**src/include/hdg_pkg.sv**
```systemverilog
// Package for the host decode and interrupt glue block
package hdg_pkg;
   localparam int HDG_ADDR_W = 10;
   localparam int HDG_NUM_IRQ = 8;
   localparam int HDG_NUM_SRC = 8;
   // Disk alternate status sits at offset 6 of the second base
   localparam logic [9:0] HDG_ALTSTAT_OFS = 10'h006;
   localparam logic [9:0] HDG_CTRL_MASK = 10'h3f8;
   localparam logic [9:0] HDG_EXCL_A = 10'h377;
   localparam logic [9:0] HDG_EXCL_B = 10'h3f7;
   // Shared-interrupt low pulse length
   localparam int HDG_PULSE_NS = 100;
   localparam int HDG_CLK_NS = 10;
   localparam int HDG_PULSE_CYC = (HDG_PULSE_NS + HDG_CLK_NS - 1) / HDG_CLK_NS;
   localparam logic [7:0] HDG_PULSE_CYC8 = 8'(HDG_PULSE_CYC);
   // Route code of an unrouted line
   localparam logic [3:0] HDG_ROUTE_NONE = 4'h0;
   localparam logic [3:0] HDG_ROUTE_EXT = 4'h9;
   typedef enum logic [1:0] {
      HDG_BLK_1 = 2'b00,
      HDG_BLK_8 = 2'b01,
      HDG_BLK_16 = 2'b10
   } hdg_blk_t;
   typedef struct packed {
      logic [9:0] addr;
      logic aen;
   } hdg_hbus_t;
   typedef struct packed {
      logic disk_en;
      logic [9:0] disk_base1;
      logic [9:0] disk_base2;
      logic aux_en;
      logic [9:0] aux_base;
      hdg_blk_t aux_size;
      logic par_shared;
   } hdg_cfg_t;
   typedef struct packed {
      logic o;
      logic oe;
   } hdg_pin_t;
endpackage : hdg_pkg

```
**src/hdg_irq_pulse.sv**
```systemverilog
// Pulse shaper for one shared interrupt line
`timescale 1ns/1ns
module hdg_irq_pulse (
   // Clock and reset
   input wire logic clk,
   input wire logic rst_n,
   // Control
   input wire logic shared_mode,
   input wire logic req,
   // Pin drive
   output hdg_pkg::hdg_pin_t pin
);
   import hdg_pkg::*;
   logic req_q;
   logic [7:0] cnt;
   always_ff @(posedge clk) begin
      if (!rst_n) begin
         req_q <= 1'b0;
      end else begin
         req_q <= req;
      end
   end
   always_ff @(posedge clk) begin
      if (!rst_n) begin
         cnt <= 8'h00;
      end else if (shared_mode && req && !req_q) begin
         cnt <= HDG_PULSE_CYC8;
      end else if (cnt != 8'h00) begin
         cnt <= cnt - 8'h01;
      end
   end
   // Shared mode drives low briefly then releases
   always_comb begin
      if (shared_mode) begin
         pin.o = 1'b0;
         pin.oe = (cnt != 8'h00);
      end else begin
         pin.o = req;
         pin.oe = 1'b1;
      end
   end
endmodule : hdg_irq_pulse

```
**src/hdg_glue.sv**
```systemverilog
// Host address decode, interrupt steering and power-valid gating
// Operation
// - Disk enable only when enabled and addressed
// - Control chip select covers eight base addresses
// - Alternate chip select covers alternate status
// - Disk selects never decode 377 or 3F7
// - Each line carries routed source or external
// - External interrupt routable to any line
// - EPP/ECP interrupt pulses low then releases
// - Aux decode for 1, 8, 16 byte block
// - Power invalid: ignore inputs, float outputs
// - Host side sync registers keep contents while power invalid
// - Ring indicate and serial interrupt stay alive
`timescale 1ns/1ns
module hdg_glue (
   // Clock and reset
   input wire logic clk,
   input wire logic rst_n,
   // Power and host bus pins
   input wire logic power_valid,
   input hdg_pkg::hdg_hbus_t hbus,
   // Configuration
   input hdg_pkg::hdg_cfg_t cfg,
   input wire logic [7:0][3:0] irq_route,
   // Logical function requests; source 0 is the parallel port
   input wire logic [7:0] func_irq,
   input wire logic ext_interrupt_in,
   input wire logic ring_indicate,
   input wire logic [7:0] serial_irq_mask,
   // Decode outputs
   output hdg_pkg::hdg_pin_t disk_if_enable_n,
   output hdg_pkg::hdg_pin_t disk_cs_ctrl_n,
   output hdg_pkg::hdg_pin_t disk_cs_altstat_n,
   output hdg_pkg::hdg_pin_t aux_block_decode_n,
   // Interrupt lines A to H
   output hdg_pkg::hdg_pin_t [7:0] irq_line,
   // Power state
   output logic low_power,
   output logic ring_seen
);
   import hdg_pkg::*;
   logic pv_s1, pv_s2;
   logic aen_s1, aen_s2;
   logic [9:0] addr_s1, addr_s2;
   logic ext_s1, ext_s2;
   logic ri_s1, ri_s2;
   logic hit_ctrl, hit_alt, excl, aux_hit;
   logic cs_ctrl, cs_alt, aux_dec;
   logic [9:0] aux_mask;
   logic [7:0] sel_req;
   logic [7:0] line_used;
   hdg_pin_t [7:0] shaped;
   // Pins from outside pass two flops
   always_ff @(posedge clk) begin
      if (!rst_n) begin
         pv_s1 <= 1'b0;
         pv_s2 <= 1'b0;
         ri_s1 <= 1'b0;
         ri_s2 <= 1'b0;
      end else begin
         pv_s1 <= power_valid;
         pv_s2 <= pv_s1;
         ri_s1 <= ring_indicate;
         ri_s2 <= ri_s1;
      end
   end
   // Host side inputs frozen while power invalid
   always_ff @(posedge clk) begin
      if (!rst_n) begin
         aen_s1 <= 1'b1;
         aen_s2 <= 1'b1;
         addr_s1 <= 10'h000;
         addr_s2 <= 10'h000;
         ext_s1 <= 1'b0;
         ext_s2 <= 1'b0;
      end else if (pv_s2) begin
         aen_s1 <= hbus.aen;
         aen_s2 <= aen_s1;
         addr_s1 <= hbus.addr;
         addr_s2 <= addr_s1;
         ext_s1 <= ext_interrupt_in;
         ext_s2 <= ext_s1;
      end
   end
   // Zero base means not yet programmed
   assign excl = (addr_s2 == HDG_EXCL_A) || (addr_s2 == HDG_EXCL_B);
   assign hit_ctrl = ((addr_s2 & HDG_CTRL_MASK) == cfg.disk_base1)
                     && (cfg.disk_base1 != 10'h000);
   assign hit_alt = (addr_s2 == 10'(cfg.disk_base2 + HDG_ALTSTAT_OFS))
                    && (cfg.disk_base2 != 10'h000);
   assign cs_ctrl = cfg.disk_en && !aen_s2 && hit_ctrl && !excl;
   assign cs_alt = cfg.disk_en && !aen_s2 && hit_alt && !excl;
   always_comb begin
      unique case (cfg.aux_size)
         HDG_BLK_1: aux_mask = 10'h3ff;
         HDG_BLK_8: aux_mask = 10'h3f8;
         HDG_BLK_16: aux_mask = 10'h3f0;
         default: aux_mask = 10'h000;
      endcase
   end
   assign aux_hit = ((addr_s2 & aux_mask) == (cfg.aux_base & aux_mask))
                    && (aux_mask != 10'h000) && (cfg.aux_base != 10'h000);
   assign aux_dec = cfg.aux_en && !aen_s2 && aux_hit;
   // Decode outputs float while power invalid
   always_ff @(posedge clk) begin
      if (!rst_n) begin
         disk_if_enable_n <= '{o: 1'b1, oe: 1'b0};
         disk_cs_ctrl_n <= '{o: 1'b1, oe: 1'b0};
         disk_cs_altstat_n <= '{o: 1'b1, oe: 1'b0};
         aux_block_decode_n <= '{o: 1'b1, oe: 1'b0};
      end else begin
         disk_if_enable_n <= '{o: !(cs_ctrl || cs_alt), oe: pv_s2};
         disk_cs_ctrl_n <= '{o: !cs_ctrl, oe: pv_s2};
         disk_cs_altstat_n <= '{o: !cs_alt, oe: pv_s2};
         // Open drain: drive only the low level
         aux_block_decode_n <= '{o: 1'b0, oe: pv_s2 && aux_dec};
      end
   end
   // Serial interrupts bypass the power gate
   genvar g;
   generate
      for (g = 0; g < HDG_NUM_IRQ; g++) begin : g_line
         logic alive;
         always_comb begin
            sel_req[g] = 1'b0;
            line_used[g] = 1'b1;
            alive = pv_s2;
            if (irq_route[g] == HDG_ROUTE_NONE) begin
               line_used[g] = 1'b0;
            end else if (irq_route[g] == HDG_ROUTE_EXT) begin
               sel_req[g] = ext_s2;
            end else if (irq_route[g] <= 4'h8) begin
               sel_req[g] = func_irq[3'(irq_route[g] - 4'h1)];
               alive = pv_s2 || serial_irq_mask[3'(irq_route[g] - 4'h1)];
            end else begin
               line_used[g] = 1'b0;
            end
         end
         hdg_irq_pulse u_pulse (
            .clk(clk),
            .rst_n(rst_n),
            .shared_mode(cfg.par_shared && irq_route[g] == 4'h1),
            .req(sel_req[g] && alive),
            .pin(shaped[g])
         );
         assign irq_line[g].o = shaped[g].o;
         assign irq_line[g].oe = shaped[g].oe && line_used[g] && alive;
      end
   endgenerate
   assign low_power = !pv_s2;
   // Ring indicate stays sampled whatever the power state
   always_ff @(posedge clk) begin
      if (!rst_n) begin
         ring_seen <= 1'b0;
      end else begin
         ring_seen <= ri_s2;
      end
   end
endmodule : hdg_glue

```
**config.mk**
```make
export PLATFORM = sky130hd
export DESIGN_NAME = hdg_glue
export DESIGN_NICKNAME = d
export VERILOG_FILES = /design/src/include/hdg_pkg.sv /design/src/hdg_irq_pulse.sv /design/src/hdg_glue.sv
export SDC_FILE = /design/constraint.sdc
export NUM_CORES = 1
export LEC_CHECK = 0
export BUFFER_PORTS_ARGS = -buffer_cell sky130_fd_sc_hd__buf_2
export CAP_MARGIN = 20
export CELL_PAD_IN_SITES_DETAIL_PLACEMENT = 1
export CELL_PAD_IN_SITES_GLOBAL_PLACEMENT = 2
export CORE_MARGIN = 2
export CORE_UTILIZATION = 31
export DETAILED_ROUTE_END_ITERATION = 8
export PLACE_DENSITY = 0.78
export REMOVE_ABC_BUFFERS = 1
export SLEW_MARGIN = 5
export SYNTH_ARGS = -nofsm -noshare
export SYNTH_HDL_FRONTEND = slang
export SYNTH_SLANG_ARGS = --single-unit
```
**constraint.sdc**
```tcl
create_clock -name clk -period 3.3 [get_ports clk]
set_clock_uncertainty 0.2 [all_clocks]
set_input_delay 0.66 -clock clk [delete_from_list [all_inputs] [get_ports clk]]
set_output_delay 0.66 -clock clk [all_outputs]
set_load 0.01 [all_outputs]
```
==> metrics list, run 1 <==
- The clock reaches the later pin of the worst-skew pair after between 300 and 400 ps.
* Count of boundary I/O pins: 125
- In this run the power density over the cells is between 500 and 600 mW/mm^2.
* Slack of the worst reg-to-reg path: 640 ps
- For this design the static power due to leakage is approximately 4.0 nW.
- DIE AREA: 0.0253 mm^2
- # port buffers: 124
* Maximum vdd ir drop: 0.250 mV
* Max-slew violation count: 0
- Maximum achievable frequency: just over 300 MHz
* Post-synthesis cell type with the largest combined area: dfxtp_1
- The flow ran to the end, but the final reports show violations.
- STA puts the critical path data arrival time at 2450 ps.
- Cell depth of the worst min-delay path: 1
- In the routed design, unresolved DRC markers number 0.
* Via count of the first global-routing pass: 7275
- For this run, the share of the core covered by cells in the final layout is 0.411.
* # Max-Cap Violations: 0
* R2R depth: 14
- Once routing completed, OpenROAD measured the worst setup slack at -11.2 ps.
- Syn-to-layout area delta: 29.7%
- Vias per cell: 5.16
- DRT iter0 DRCs: around 260
* Placement row count: 56
- Buffers inserted during clock tree synthesis total 9.
* Synthesized area per cell: 8.84 um^2
- GR Overflow Total: 0
- Final Hold Fails: 0
- Number of iterations in the first detailed-routing pass: 4
- Measured along the y axis, the die boundary spans 159 um.
- The worst setup path is captured at an output pin.
- The share of synthesized area in the top cell type comes to 0.287.
- Setup repair after global routing could not meet its margin everywhere.
* Hold buffer count at cts: 0
- Routability-driven placement finished with a final weighted congestion of 0.812.
* Total clock sinks: 107
- Worst Setup Path Type: in2out
- Yosys mapped a number of flops with a built-in enable equal to 0.
* Level count of the clock H-tree: 3
* Post-synthesis cell count: 844
- Clock root cell: clkbuf_16
- DRT Wirelength: 23600 um
* Yosys warning total: 0
- Number of placed instances, taps included: between 1k and 1.5k
- Count of nets left with antenna violations after detail routing: 0
* Estimated wirelength of the detail-placed design: 17300 um
* Post-synthesis instance area: 0.00746 mm^2
- Data on the critical path is required at its endpoint by 2440 ps.
* Setup total negative slack: -19.5 ps
- Synth area leaders: dfxtp_1 29%, mux4_2 6.9%, mux2i_1 5.8%, xnor2_1 5.5%, nor2_1 4.9%
* Commonest cells after routing, fill and taps aside: 112 x buf_2, 106 x dfxtp_1, 96 x nor2_1, 90 x buf_4, 50 x nor3_1
- The final reports fail on negative setup slack.
* Initial Util: 0.317
- CP startpoint kind: input pin
- Clock-pin slew was measured on the worst setup and hold paths at 80 ps.
* Final critical delay including setup and external delays: between 3000 and 4000 ps
- Initial antenna violation count: 1
- The most used flip-flop cell after synthesis is dfxtp_1.
* Core Area: between 0.02 and 0.025 mm^2
* Share of cells above drive strength 1: 0.348
- Slew headroom: 0.479
- Final Non-Filler Cells: 1348
* Global-route wire length before repair: 38200 um
- The longest clock path from root to sink contains 2 buffers.
- In the synthesized netlist the async set-or-reset flop fraction comes to 0.
* Maximum number of pins on one net before global-route repair: 24
- The net count of the finished layout is 1150.
* Critical path peak fanout: 6
- Period Utilization, post-route: 1.00
* Post-DR wirelength/cell: 17.5 um
* Tot GR Track Use: 0.187
- The die is 159 um wide.
* Share of synthesized area occupied by flip-flops and latches: 0.287
- Final setup fails: 2
- Summing over every cut layer, the via total after detailed routing is 6961.
- At the pin with the least slew margin, the transition time is about 780 ps.
- The synthesized netlist contains 70 unique library cells.
- Clock tree from TritonCTS: done
- Tightest Hold Check Type: reg2reg
- 0 antenna diodes ended up in the layout.
* Leading cell type in the layout, fill and taps excluded: buf_2
- Number of flip-flops and latches in the synthesized netlist: 107
==> final cells by class <==
| type | instances | area, um^2 |
|---|---|---|
| inverters | 41 | 169 |
| well taps | 319 | 399 |
| clock inverters | 7 | 60.1 |
| fillers | 2847 | 13900 |
| repair buffers | 214 | 1380 |
| clock buffers | 9 | 225 |
| multi-input cells | 651 | 5290 |
| flip-flops and latches | 107 | 2140 |
==> layer usage <==
layer	wire [um]	track usage	vias to the layer above
met5	8	0	-
met4	357	0.0541	2
met3	1180	0.0320	27
met2	10900	0.299	174
met1	11200	0.257	3361
li1	-	-	3397
==> sequential cells by signal, indices dropped and copies added (netlist names), 2 cells and up <==
name	flops
g_line.u_pulse.cnt	64
addr_s1	10
addr_s2	10
g_line.u_pulse.req_q	8
aux_block_decode_n	2
disk_cs_altstat_n	2
==> power by group <==
part	internal [mW]	total, mW	switching [mW]
registers	1.63	1.93	0.295
clock network	0.527	1.08	0.555
logic	1.36	2.72	1.36
==> cells by family after synthesis <==
family / after synthesis / synth area share
fa+ha+maj: 27 / 0.0453
compound gates: 130 / 0.128
xor+xnor: 77 / 0.0914
mux: 97 / 0.174
buf+inv: 86 / 0.0468
simple gates: 320 / 0.227
flops: 107 / 0.287
==> metrics by stage <==
step	total power, mW	hold WS [ps]	setup WS (ps)	instance area (um^2)
floorplan	3.82	212	43.0	7260
global placement	4.48	219	-130	8830
detailed placement	4.56	221	-159	8830
CTS	5.71	245	-25.3	9330
global route	6.25	258	-91.2	9670
finish	5.73	240	-11.2	9670
==> worst max-delay path: stages <==
cell and delay [ps]:
buf_6 80, inv_4 30, ha_4 310, mux4_2 220
a211oi_1 60, or3_1 400, or3_4 380, a31oi_1 150
buf_2 160
==> Yosys cell counts, types with 3 or more instances <==
library cell  instances
dfxtp_1             107
nor2_1               97
nor3_1               51
xnor2_1              47
nand2_1              45
mux2i_1              43
inv_1                41
mux2_2               29
xor2_1               29
clkbuf_1             28
ha_1                 27
o21ai_0              24
mux4_2               23
a21oi_1              19
nor4_1               18
nor2b_1              15
o21a_1               14
nand2b_1             13
or3_1                13
nand3_1              12
o21bai_1             11
and2_1               10
buf_2                 9
and3_1                8
a221oi_1              7
a31oi_1               7
nor3b_1               7
a21oi_2               6
nand4_1               5
a31o_2                4
nand4b_1              4
or4_1                 4
or4b_1                4
a211o_1               3
a211oi_1              3
buf_4                 3
clkbuf_2              3
o221ai_1              3
o31ai_2               3
==> path summary, 6_finish.rpt <==
| check | startpoint | end |
|---|---|---|
| setup / recovery | irq_route[13] | irq_line[7] |
| hold / removal | ri_s1$_SDFF_PN0_ | ri_s2$_SDFF_PN0_ |
| setup reg to reg | ext_s2$_SDFFE_PN0P_ | g_line[7].u_pulse.req_q$_SDFF_PN0_ |
| hold reg to reg | ri_s1$_SDFF_PN0_ | ri_s2$_SDFF_PN0_ |
==> what timing repair did <==
| item | in CTS | in global routing |
|---|---|---|
| pin swaps | 19 | 23 |
| setup endpoints to repair | 15 | 15 |
| gates resized for setup | 31 | 66 |
| buffers inserted | 8 | 9 |
Note: power is estimated with default switching activity, not from simulation.
==> run 2, diff against run 1 <==
--- a/config.mk
+++ b/config.mk
@@ -13,2 +13,3 @@
 export CORE_UTILIZATION = 31
+export CTS_BUF_LIST = sky130_fd_sc_hd__clkbuf_16
 export DETAILED_ROUTE_END_ITERATION = 8
--- a/constraint.sdc
+++ b/constraint.sdc
@@ -4,2 +4,2 @@
 set_output_delay 0.66 -clock clk [all_outputs]
-set_load 0.01 [all_outputs]
+set_load 0.02 [all_outputs]
==> run 2 against run 1 <==
  * The flow still finishes with violations (negative setup slack)
  * Utilization grew 0.70 points
  * Design area increased by 1.7%
  * Power rose by 1.4%
  * Critical path type unchanged
  * Largest cell class unchanged
  * Largest power group unchanged
==> metrics list, run 2 (synthesized netlist as in run 1, its figures left out) <==
- The power per unit of standard cell area is 591 mW/mm^2 (-0.29%).
- Signal routing reaches up to met5.
- The final count of pins violating max slew came to 0 (unchanged).
- Leading cell type in the layout, fill and taps excluded: dfxtp_1
- Met3 Wirelength: 1330 um (+13%)
- Vias: 7014 (+0.76%)
* Largest register FFs: 64 (unchanged)
* Result of the run: finished, violations left
* Net Sw Frac: 0.390 (+0.00380)
- Maximum number of pins on one net before global-route repair: 24 (unchanged)
* Total CTS buffers: 9 (unchanged)
- Worst Setup Path Type: in2out
- The detailed-route DRC error count came to 0 (unchanged).
- The maximum buffer depth of the clock tree is 2 (unchanged).
* Area taken by flip-flops and latches: 0.00214 mm^2 (unchanged)
- Routed wl met2: 11300 um (+4.1%)
* Power share of the sequential group: 0.332 (-0.004)
- The cell area after layout is 0.00984 mm^2 (+1.7%).
* X dimension of the die: 159 um (unchanged)
- The violation count after the first detailed-routing iteration came to 337 (+29%).
- The instance count along the most critical hold path is 1 (unchanged).
* Clock tree from TritonCTS: done
* Count of boundary I/O pins: 125 (unchanged)
- The post-layout minimum cycle time came to 3310 ps (-2.35 ps).
* Final weighted congestion in routability-driven placement: 0.833 (+2.6%)
- The core area is 0.0235 mm^2 (unchanged).
- Syn-to-layout area delta: 31.9%
- Filler cell count: 2803 (-1.5%)
- g_line.u_pulse.cnt holds more flip-flops than any other register.
- The number of diodes came to 0 (unchanged).
* Share of the core filled with cells in the final layout: 0.418 (+0.00696)
* Maximum achievable frequency: 302 MHz (about the same)
- The largest registers in the layout are g_line.u_pulse.cnt x64, addr_s1 x10, addr_s2 x10.
- Share of cells above drive strength 1: 0.355 (+0.00668)
- Number of iterations in the first detailed-routing pass: 5 (+1)
* Required arrival time at the worst endpoint: 2440 ps (about the same)
- The placement-stage cell area was 0.00886 mm^2 (+0.34%).
- The post-layout net count came to 1157 (+0.61%).
- Final worst-path setup slack: -8.82 ps (+2.35 ps)
- GR Overflow Total: 0 (unchanged)
* Tightest Hold Check Type: reg2reg
- Setup repair after global routing missed its margin: yes
* Clock group share of total power: 0.186 (-0.003)
- DIE AREA: 0.0253 mm^2 (unchanged)
- Clock root cell: clkbuf_16
- Leaving out fill and tap cells, the most frequent cells in the layout are 106 x dfxtp_1, 102 x buf_2, 101 x buf_4, 96 x nor2_1, 50 x nor3_1.
- The wire length on met1 was 11200 um (-0.55%).
- Count of nets left with antenna violations after detail routing: 0 (unchanged)
* Combinational group share of total power: 0.482 (+0.007)
- Critical path peak fanout: 5 (-1)
* Vias per cell: 5.18 (+0.31%)
- Net load switching power: 2.27 mW (+2.4%)
- CP startpoint kind: input pin
- Level count of the clock H-tree: 3 (unchanged)
- The number of antenna violations at the first check in global routing is 1 (unchanged).
- The total clock sinks came to 107 (unchanged).
- DRT Wirelength: 24000 um (+1.7%)
* Final setup fails: 1 (-1)
* Multi-input gate area: 0.00534 mm^2 (+0.80%)
- Via count of the first global-routing pass: 7372 (+1.3%)
- The die span in y is 159 um (unchanged).
* # Max-Cap Violations: 0 (unchanged)
- The largest voltage drop on the vdd net is 0.222 mV (-11%).
* Clock-pin slew on the worst setup and hold paths: 80 ps (about the same)
- Tot GR Track Use: 0.186 (-0.000439)
* Final Hold Fails: 0 (unchanged)
- Internal power: 3.55 mW (+0.77%)
- The data arrival time of the worst path is 2450 ps (about the same).
- The period utilization came to 1.00 (about the same).
- The count of input and output buffers is 124 (unchanged).
* R2R depth: 11 (-3)
- Transition time at the pin with the least slew margin: 742 ps (-37.7 ps)
- Post-DR wirelength/cell: 17.8 um (+1.2%)
* Violated checks: negative setup slack
- STA classifies the critical path endpoint as an output pin.
* Leakage power summed over all cells: 4.01 nW (+1.2%)
* Estimated wirelength of the detail-placed design: 17400 um (+1.0%)
* Latest clock arrival within the worst-skew pair: 360 ps (about the same)
- Global-route wire length before repair: 38400 um (+0.40%)
- Initial Util: 0.317 (unchanged)
- Placement row count: 56 (unchanged)
- Slew headroom: 0.504 (+0.0251)
## run 2: cell count changes in the layout (fill, tap and decap cells not counted), sizes merged
cell / before / now
clkinvlp: 2 / 1
inv: 44 / 46
buf: 214 / 221
clkinv: 2 / 0
## run 2: final timing paths
kind	from	to	slack, ps
setup / recovery	irq_route[21]	irq_line[11]	-9
hold / removal	ri_s1$_SDFF_PN0_	ri_s2$_SDFF_PN0_	240
setup reg to reg	ext_s2$_SDFFE_PN0P_	g_line[2].u_pulse.req_q$_SDFF_PN0_	910
hold reg to reg	ri_s1$_SDFF_PN0_	ri_s2$_SDFF_PN0_	240
## run 2: repair_timing
item	CTS	global route
buffers inserted	7	13
hold buffers	0	0
setup endpoints to repair	15	15
pin swaps	21	23
resized for setup	43	82
## run 2: routing by layer
layer	global-route usage	up-vias
met5	0	-
met4	0.0372	2
met2	0.307	182
met1	0.251	3407
met3	0.0414	22
li1	-	3401
## run 2: cell type report
type	instances	share of cell area
clock buffers	9	0.0229
clock inverters	6	0.00572
inverters	41	0.0190
multi-input cells	651	0.542
flip-flops and latches	107	0.218
well taps	319	0.0406
repair buffers	221	0.152
## run 2: critical path, cell delays in order
cell,delay (ps)
buf_6,70
inv_4,30
ha_4,300
mux2_4,300
mux4_2,500
a21oi_4,210
nor2_4,60
and3_4,180
buf_6,120
## run 2: power by group through the flow
stage               clock network (mW)  logic [mW]  registers [mW]
floorplan                            0        1.95            1.89
global route                      1.18        3.14            1.99
CTS                               1.12        2.73            1.93
detailed placement                   0        2.65            1.95
global placement                     0        2.56            1.94
finish                            1.08        2.80            1.93
## run 2: metrics by stage
| step | setup TNS [ps] | hold slack [ps] | power, mW | setup slack, ps | std cells |
|---|---|---|---|---|---|
| 2_1_floorplan | -538 | 212 | 3.84 | -270 | 799 |
| 3_3_place_gp | -1540 | 221 | 4.51 | -165 | 1319 |
| 3_5_place_dp | -1840 | 224 | 4.60 | -177 | 1319 |
| 4_1_cts | -20.0 | 243 | 5.78 | -20.0 | 1341 |
| 5_1_grt | -244 | 270 | 6.30 | -54.6 | 1354 |
| 6_report | -8.82 | 239 | 5.81 | -8.82 | 1354 |
==> run 3, diff against run 2 <==
PLACE_DENSITY = 0.82   (was 0.78)
==> run 3 against run 2 <==
  * The run still ends with negative setup slack left
  * Setup slack better by 7.2 ps
  * Wire length is 2.6% lower
  * Die area unchanged
  * Design area is essentially flat
  * Combinational power hardly changed
  * Sequential share of layout area about the same
  * Sequential power is essentially flat
  * Clock-buffer cell count stayed put
  * Flip-flop and latch count stayed put
  * Clock power about the same
  * Utilization about the same
  * Worst hold slack got worse by 1.4 ps
==> metrics list, run 3 (synthesized netlist as in run 1, its figures left out) <==
- Latest clock arrival within the worst-skew pair: 360 ps (about the same)
* Number of placed instances, taps included: 1318 (-0.076%)
- The clock-pin slew on the worst setup and hold paths was 80 ps (about the same).
- The part of the power in registers is 0.331 (about the same).
- Tot GR Track Use: 0.182 (-0.00386)
* Final weighted congestion in routability-driven placement: 0.826 (-0.82%)
- Worst Setup Path Type: in2out
- The floorplan die width came to 159 um (unchanged).
- CP startpoint kind: input pin
- Cell breakdown of the critical path: buf_8, inv_4, ha_4, mux2_4, mux4_2, a21oi_4, or3_4, a31oi_1, buf_4
* Result of the run: finished, violations left
- The maximum buffer depth of the clock tree came to 2 (unchanged).
- DRT Wirelength: 23400 um (-2.6%)
- The internal power summed over all cells came to 3.56 mW (+0.38%).
- The post-layout net count is 1153 (-0.35%).
- Initial Util: 0.317 (unchanged)
* Share of cells above drive strength 1: 0.354 (-0.000907)
- The total net switching power came to 2.27 mW (about the same).
* DRT iter0 DRCs: 320 (-5.0%)
* Drc violations: 0 (unchanged)
- Estimated wirelength of the detail-placed design: 17300 um (-0.92%)
- Final Non-Filler Cells: 1351 (-0.22%)
- The remaining global-route overflow was 0 (unchanged).
* Global-route wire length before repair: 37600 um (-2.2%)
- The number of endpoints with negative hold slack in the final report was 0 (unchanged).
* Clock tree from TritonCTS: done
- Ranked by flip-flop count, first place goes to g_line.u_pulse.cnt.
- The core area is 0.0235 mm^2 (unchanged).
* Leading cell type in the layout, fill and taps excluded: dfxtp_1
- The period utilization was 1.00 (-0.00218).
* Setup repair after global routing missed its margin: yes
* Placement row count: 56 (unchanged)
* Chip height: 159 um (unchanged)
- The largest registers in the layout are g_line.u_pulse.cnt x64, addr_s1 x10, addr_s2 x10.
- The worst relative slew slack came to 0.536 (+0.0311).
* CP arrival: 2440 ps (about the same)
* Number of antenna diodes: 0 (unchanged)
- The maximum operating frequency came to 303 MHz (+0.22%).
- Final setup fails: 1 (unchanged)
- Final worst-path setup slack: -1.63 ps (+7.19 ps)
- The worst hold path belongs to the class reg2reg.
- Number of iterations in the first detailed-routing pass: 4 (-1)
* Commonest cells after routing, fill and taps aside: 106 x dfxtp_1, 101 x buf_2, 97 x buf_4, 96 x nor2_1, 50 x nor3_1
- Clock group share of total power: 0.190 (+0.004)
- Critical path endpoint category: output pin
* # port buffers: 124 (unchanged)
* Count of boundary I/O pins: 125 (unchanged)
- The slew of the pin with the lowest slew margin was 696 ps (-46.6 ps).
* Violated checks: negative setup slack
* Maximum vdd ir drop: 0.296 mV (+33%)
- The pre-CTS setup slack is -181 ps (-3.35 ps).
* Maximum number of pins on one net before global-route repair: 27 (+13%)
* Largest register FFs: 64 (unchanged)
* Via count of the first global-routing pass: 7155 (-2.9%)
- The post-layout minimum cycle time is 3300 ps (-7.19 ps).
* Combinational group share of total power: 0.479 (-0.003)
- Filler cell count: 2783 (-0.71%)
- The number of antenna violations at the first check in global routing came to 0 (-1).
- PD cells: 593 mW/mm^2 (+0.26%)
* Total clock sinks: 107 (unchanged)
- Post-DR wirelength/cell: 17.3 um (-2.3%)
- The overall via count from detail_route came to 7015 (+0.014%).
- The final count of pins violating max slew was 0 (unchanged).
- Vias per cell: 5.19 (+0.24%)
- The minimum hold slack is 237 ps (-1.44 ps).
* Leakage power summed over all cells: 4.00 nW (-0.20%)
- The count of maximum capacitance violations is 0 (unchanged).
- Net Sw Frac: 0.389 (-0.000909)
- The biggest fanout along the worst timing path came to 5 (unchanged).
* Syn-to-layout area delta: 31.9% (about the same)
* Worst stage delay on the critical path: 500 ps (about the same)
- The tree is rooted in a clkbuf_16.
- The number of routed nets with antenna violations is 0 (unchanged).
- The number of buffers created by CTS came to 9 (unchanged).
* DIE AREA: 0.0253 mm^2 (unchanged)
- The maximum level of the CTS H-tree is 3 (unchanged).
* Worst-path cell with the longest stage delay: mux4_2
- Required arrival time at the worst endpoint: 2440 ps (about the same)
==> run 3: path summary, 6_finish.rpt <==
kind                                         startpoint                                     to  slack [ps]  cells after the start
setup / recovery                          irq_route[24]                           irq_line[13]          -2                      9
hold / removal                         ri_s2$_SDFF_PN0_                   ring_seen$_SDFF_PN0_         240                      1
setup reg to reg  g_line[3].u_pulse.cnt[0]$_SDFFE_PP0P_  g_line[3].u_pulse.cnt[3]$_SDFFE_PN0P_         990                      8
hold reg to reg                        ri_s2$_SDFF_PN0_                   ring_seen$_SDFF_PN0_         240                      1
==> run 3: critical path: cells and delay by family <==
| family | cells | cell delay, ps |
|---|---|---|
| compound gates | 2 | 230 |
| fa+ha+maj | 1 | 300 |
| buf+inv | 3 | 300 |
| mux | 2 | 800 |
| simple gates | 1 | 140 |
==> run 3: layout make-up <==
type                            count  area (um^2)  share of cell area
Inverter                           41          184              0.0187
Sequential cell                   107         2140               0.218
Clock inverter                      7         76.3             0.00776
Tap cell                          319          399              0.0406
Multi-Input combinational cell    651         5330               0.542
Timing Repair Buffer              217         1470               0.150
Clock buffer                        9          225              0.0229
==> run 3: power by group through the flow <==
stage	registers [mW]	logic, mW	clock network [mW]
3_3_place_gp	1.94	2.55	0
5_1_grt	1.99	3.14	1.19
3_5_place_dp	1.95	2.64	0
2_1_floorplan	1.89	1.95	0
6_report	1.93	2.79	1.10
4_1_cts	1.93	2.72	1.15
==> run 3: timing repair <==
action	4_1_cts	5_1_grt
endpoints found under the setup margin	15	15
pin swaps	18	24
buffers inserted	7	10
hold buffers	0	0
gates cloned	0	0
gates resized for setup	51	75
==> run 3: per-stage QoR <==
step           power [mW]  utilization  TNS [ps]  instance area, um^2
4_1_cts              5.80        0.400     -34.3                 9410
5_1_grt              6.32        0.418      -247                 9830
6_report             5.83        0.418     -1.63                 9830
3_5_place_dp         4.59        0.376     -1990                 8850
3_3_place_gp         4.49        0.376     -1490                 8850
2_1_floorplan        3.84            -      -538                 7260
==> run 3: routing by layer <==
layer,vias to the layer above,wire length [um],GRT usage
met2,168,11400,0.314
met1,3434,10500,0.239
met3,18,1320,0.0315
met5,-,0,0
met4,0,248,0.0417
li1,3395,-,-
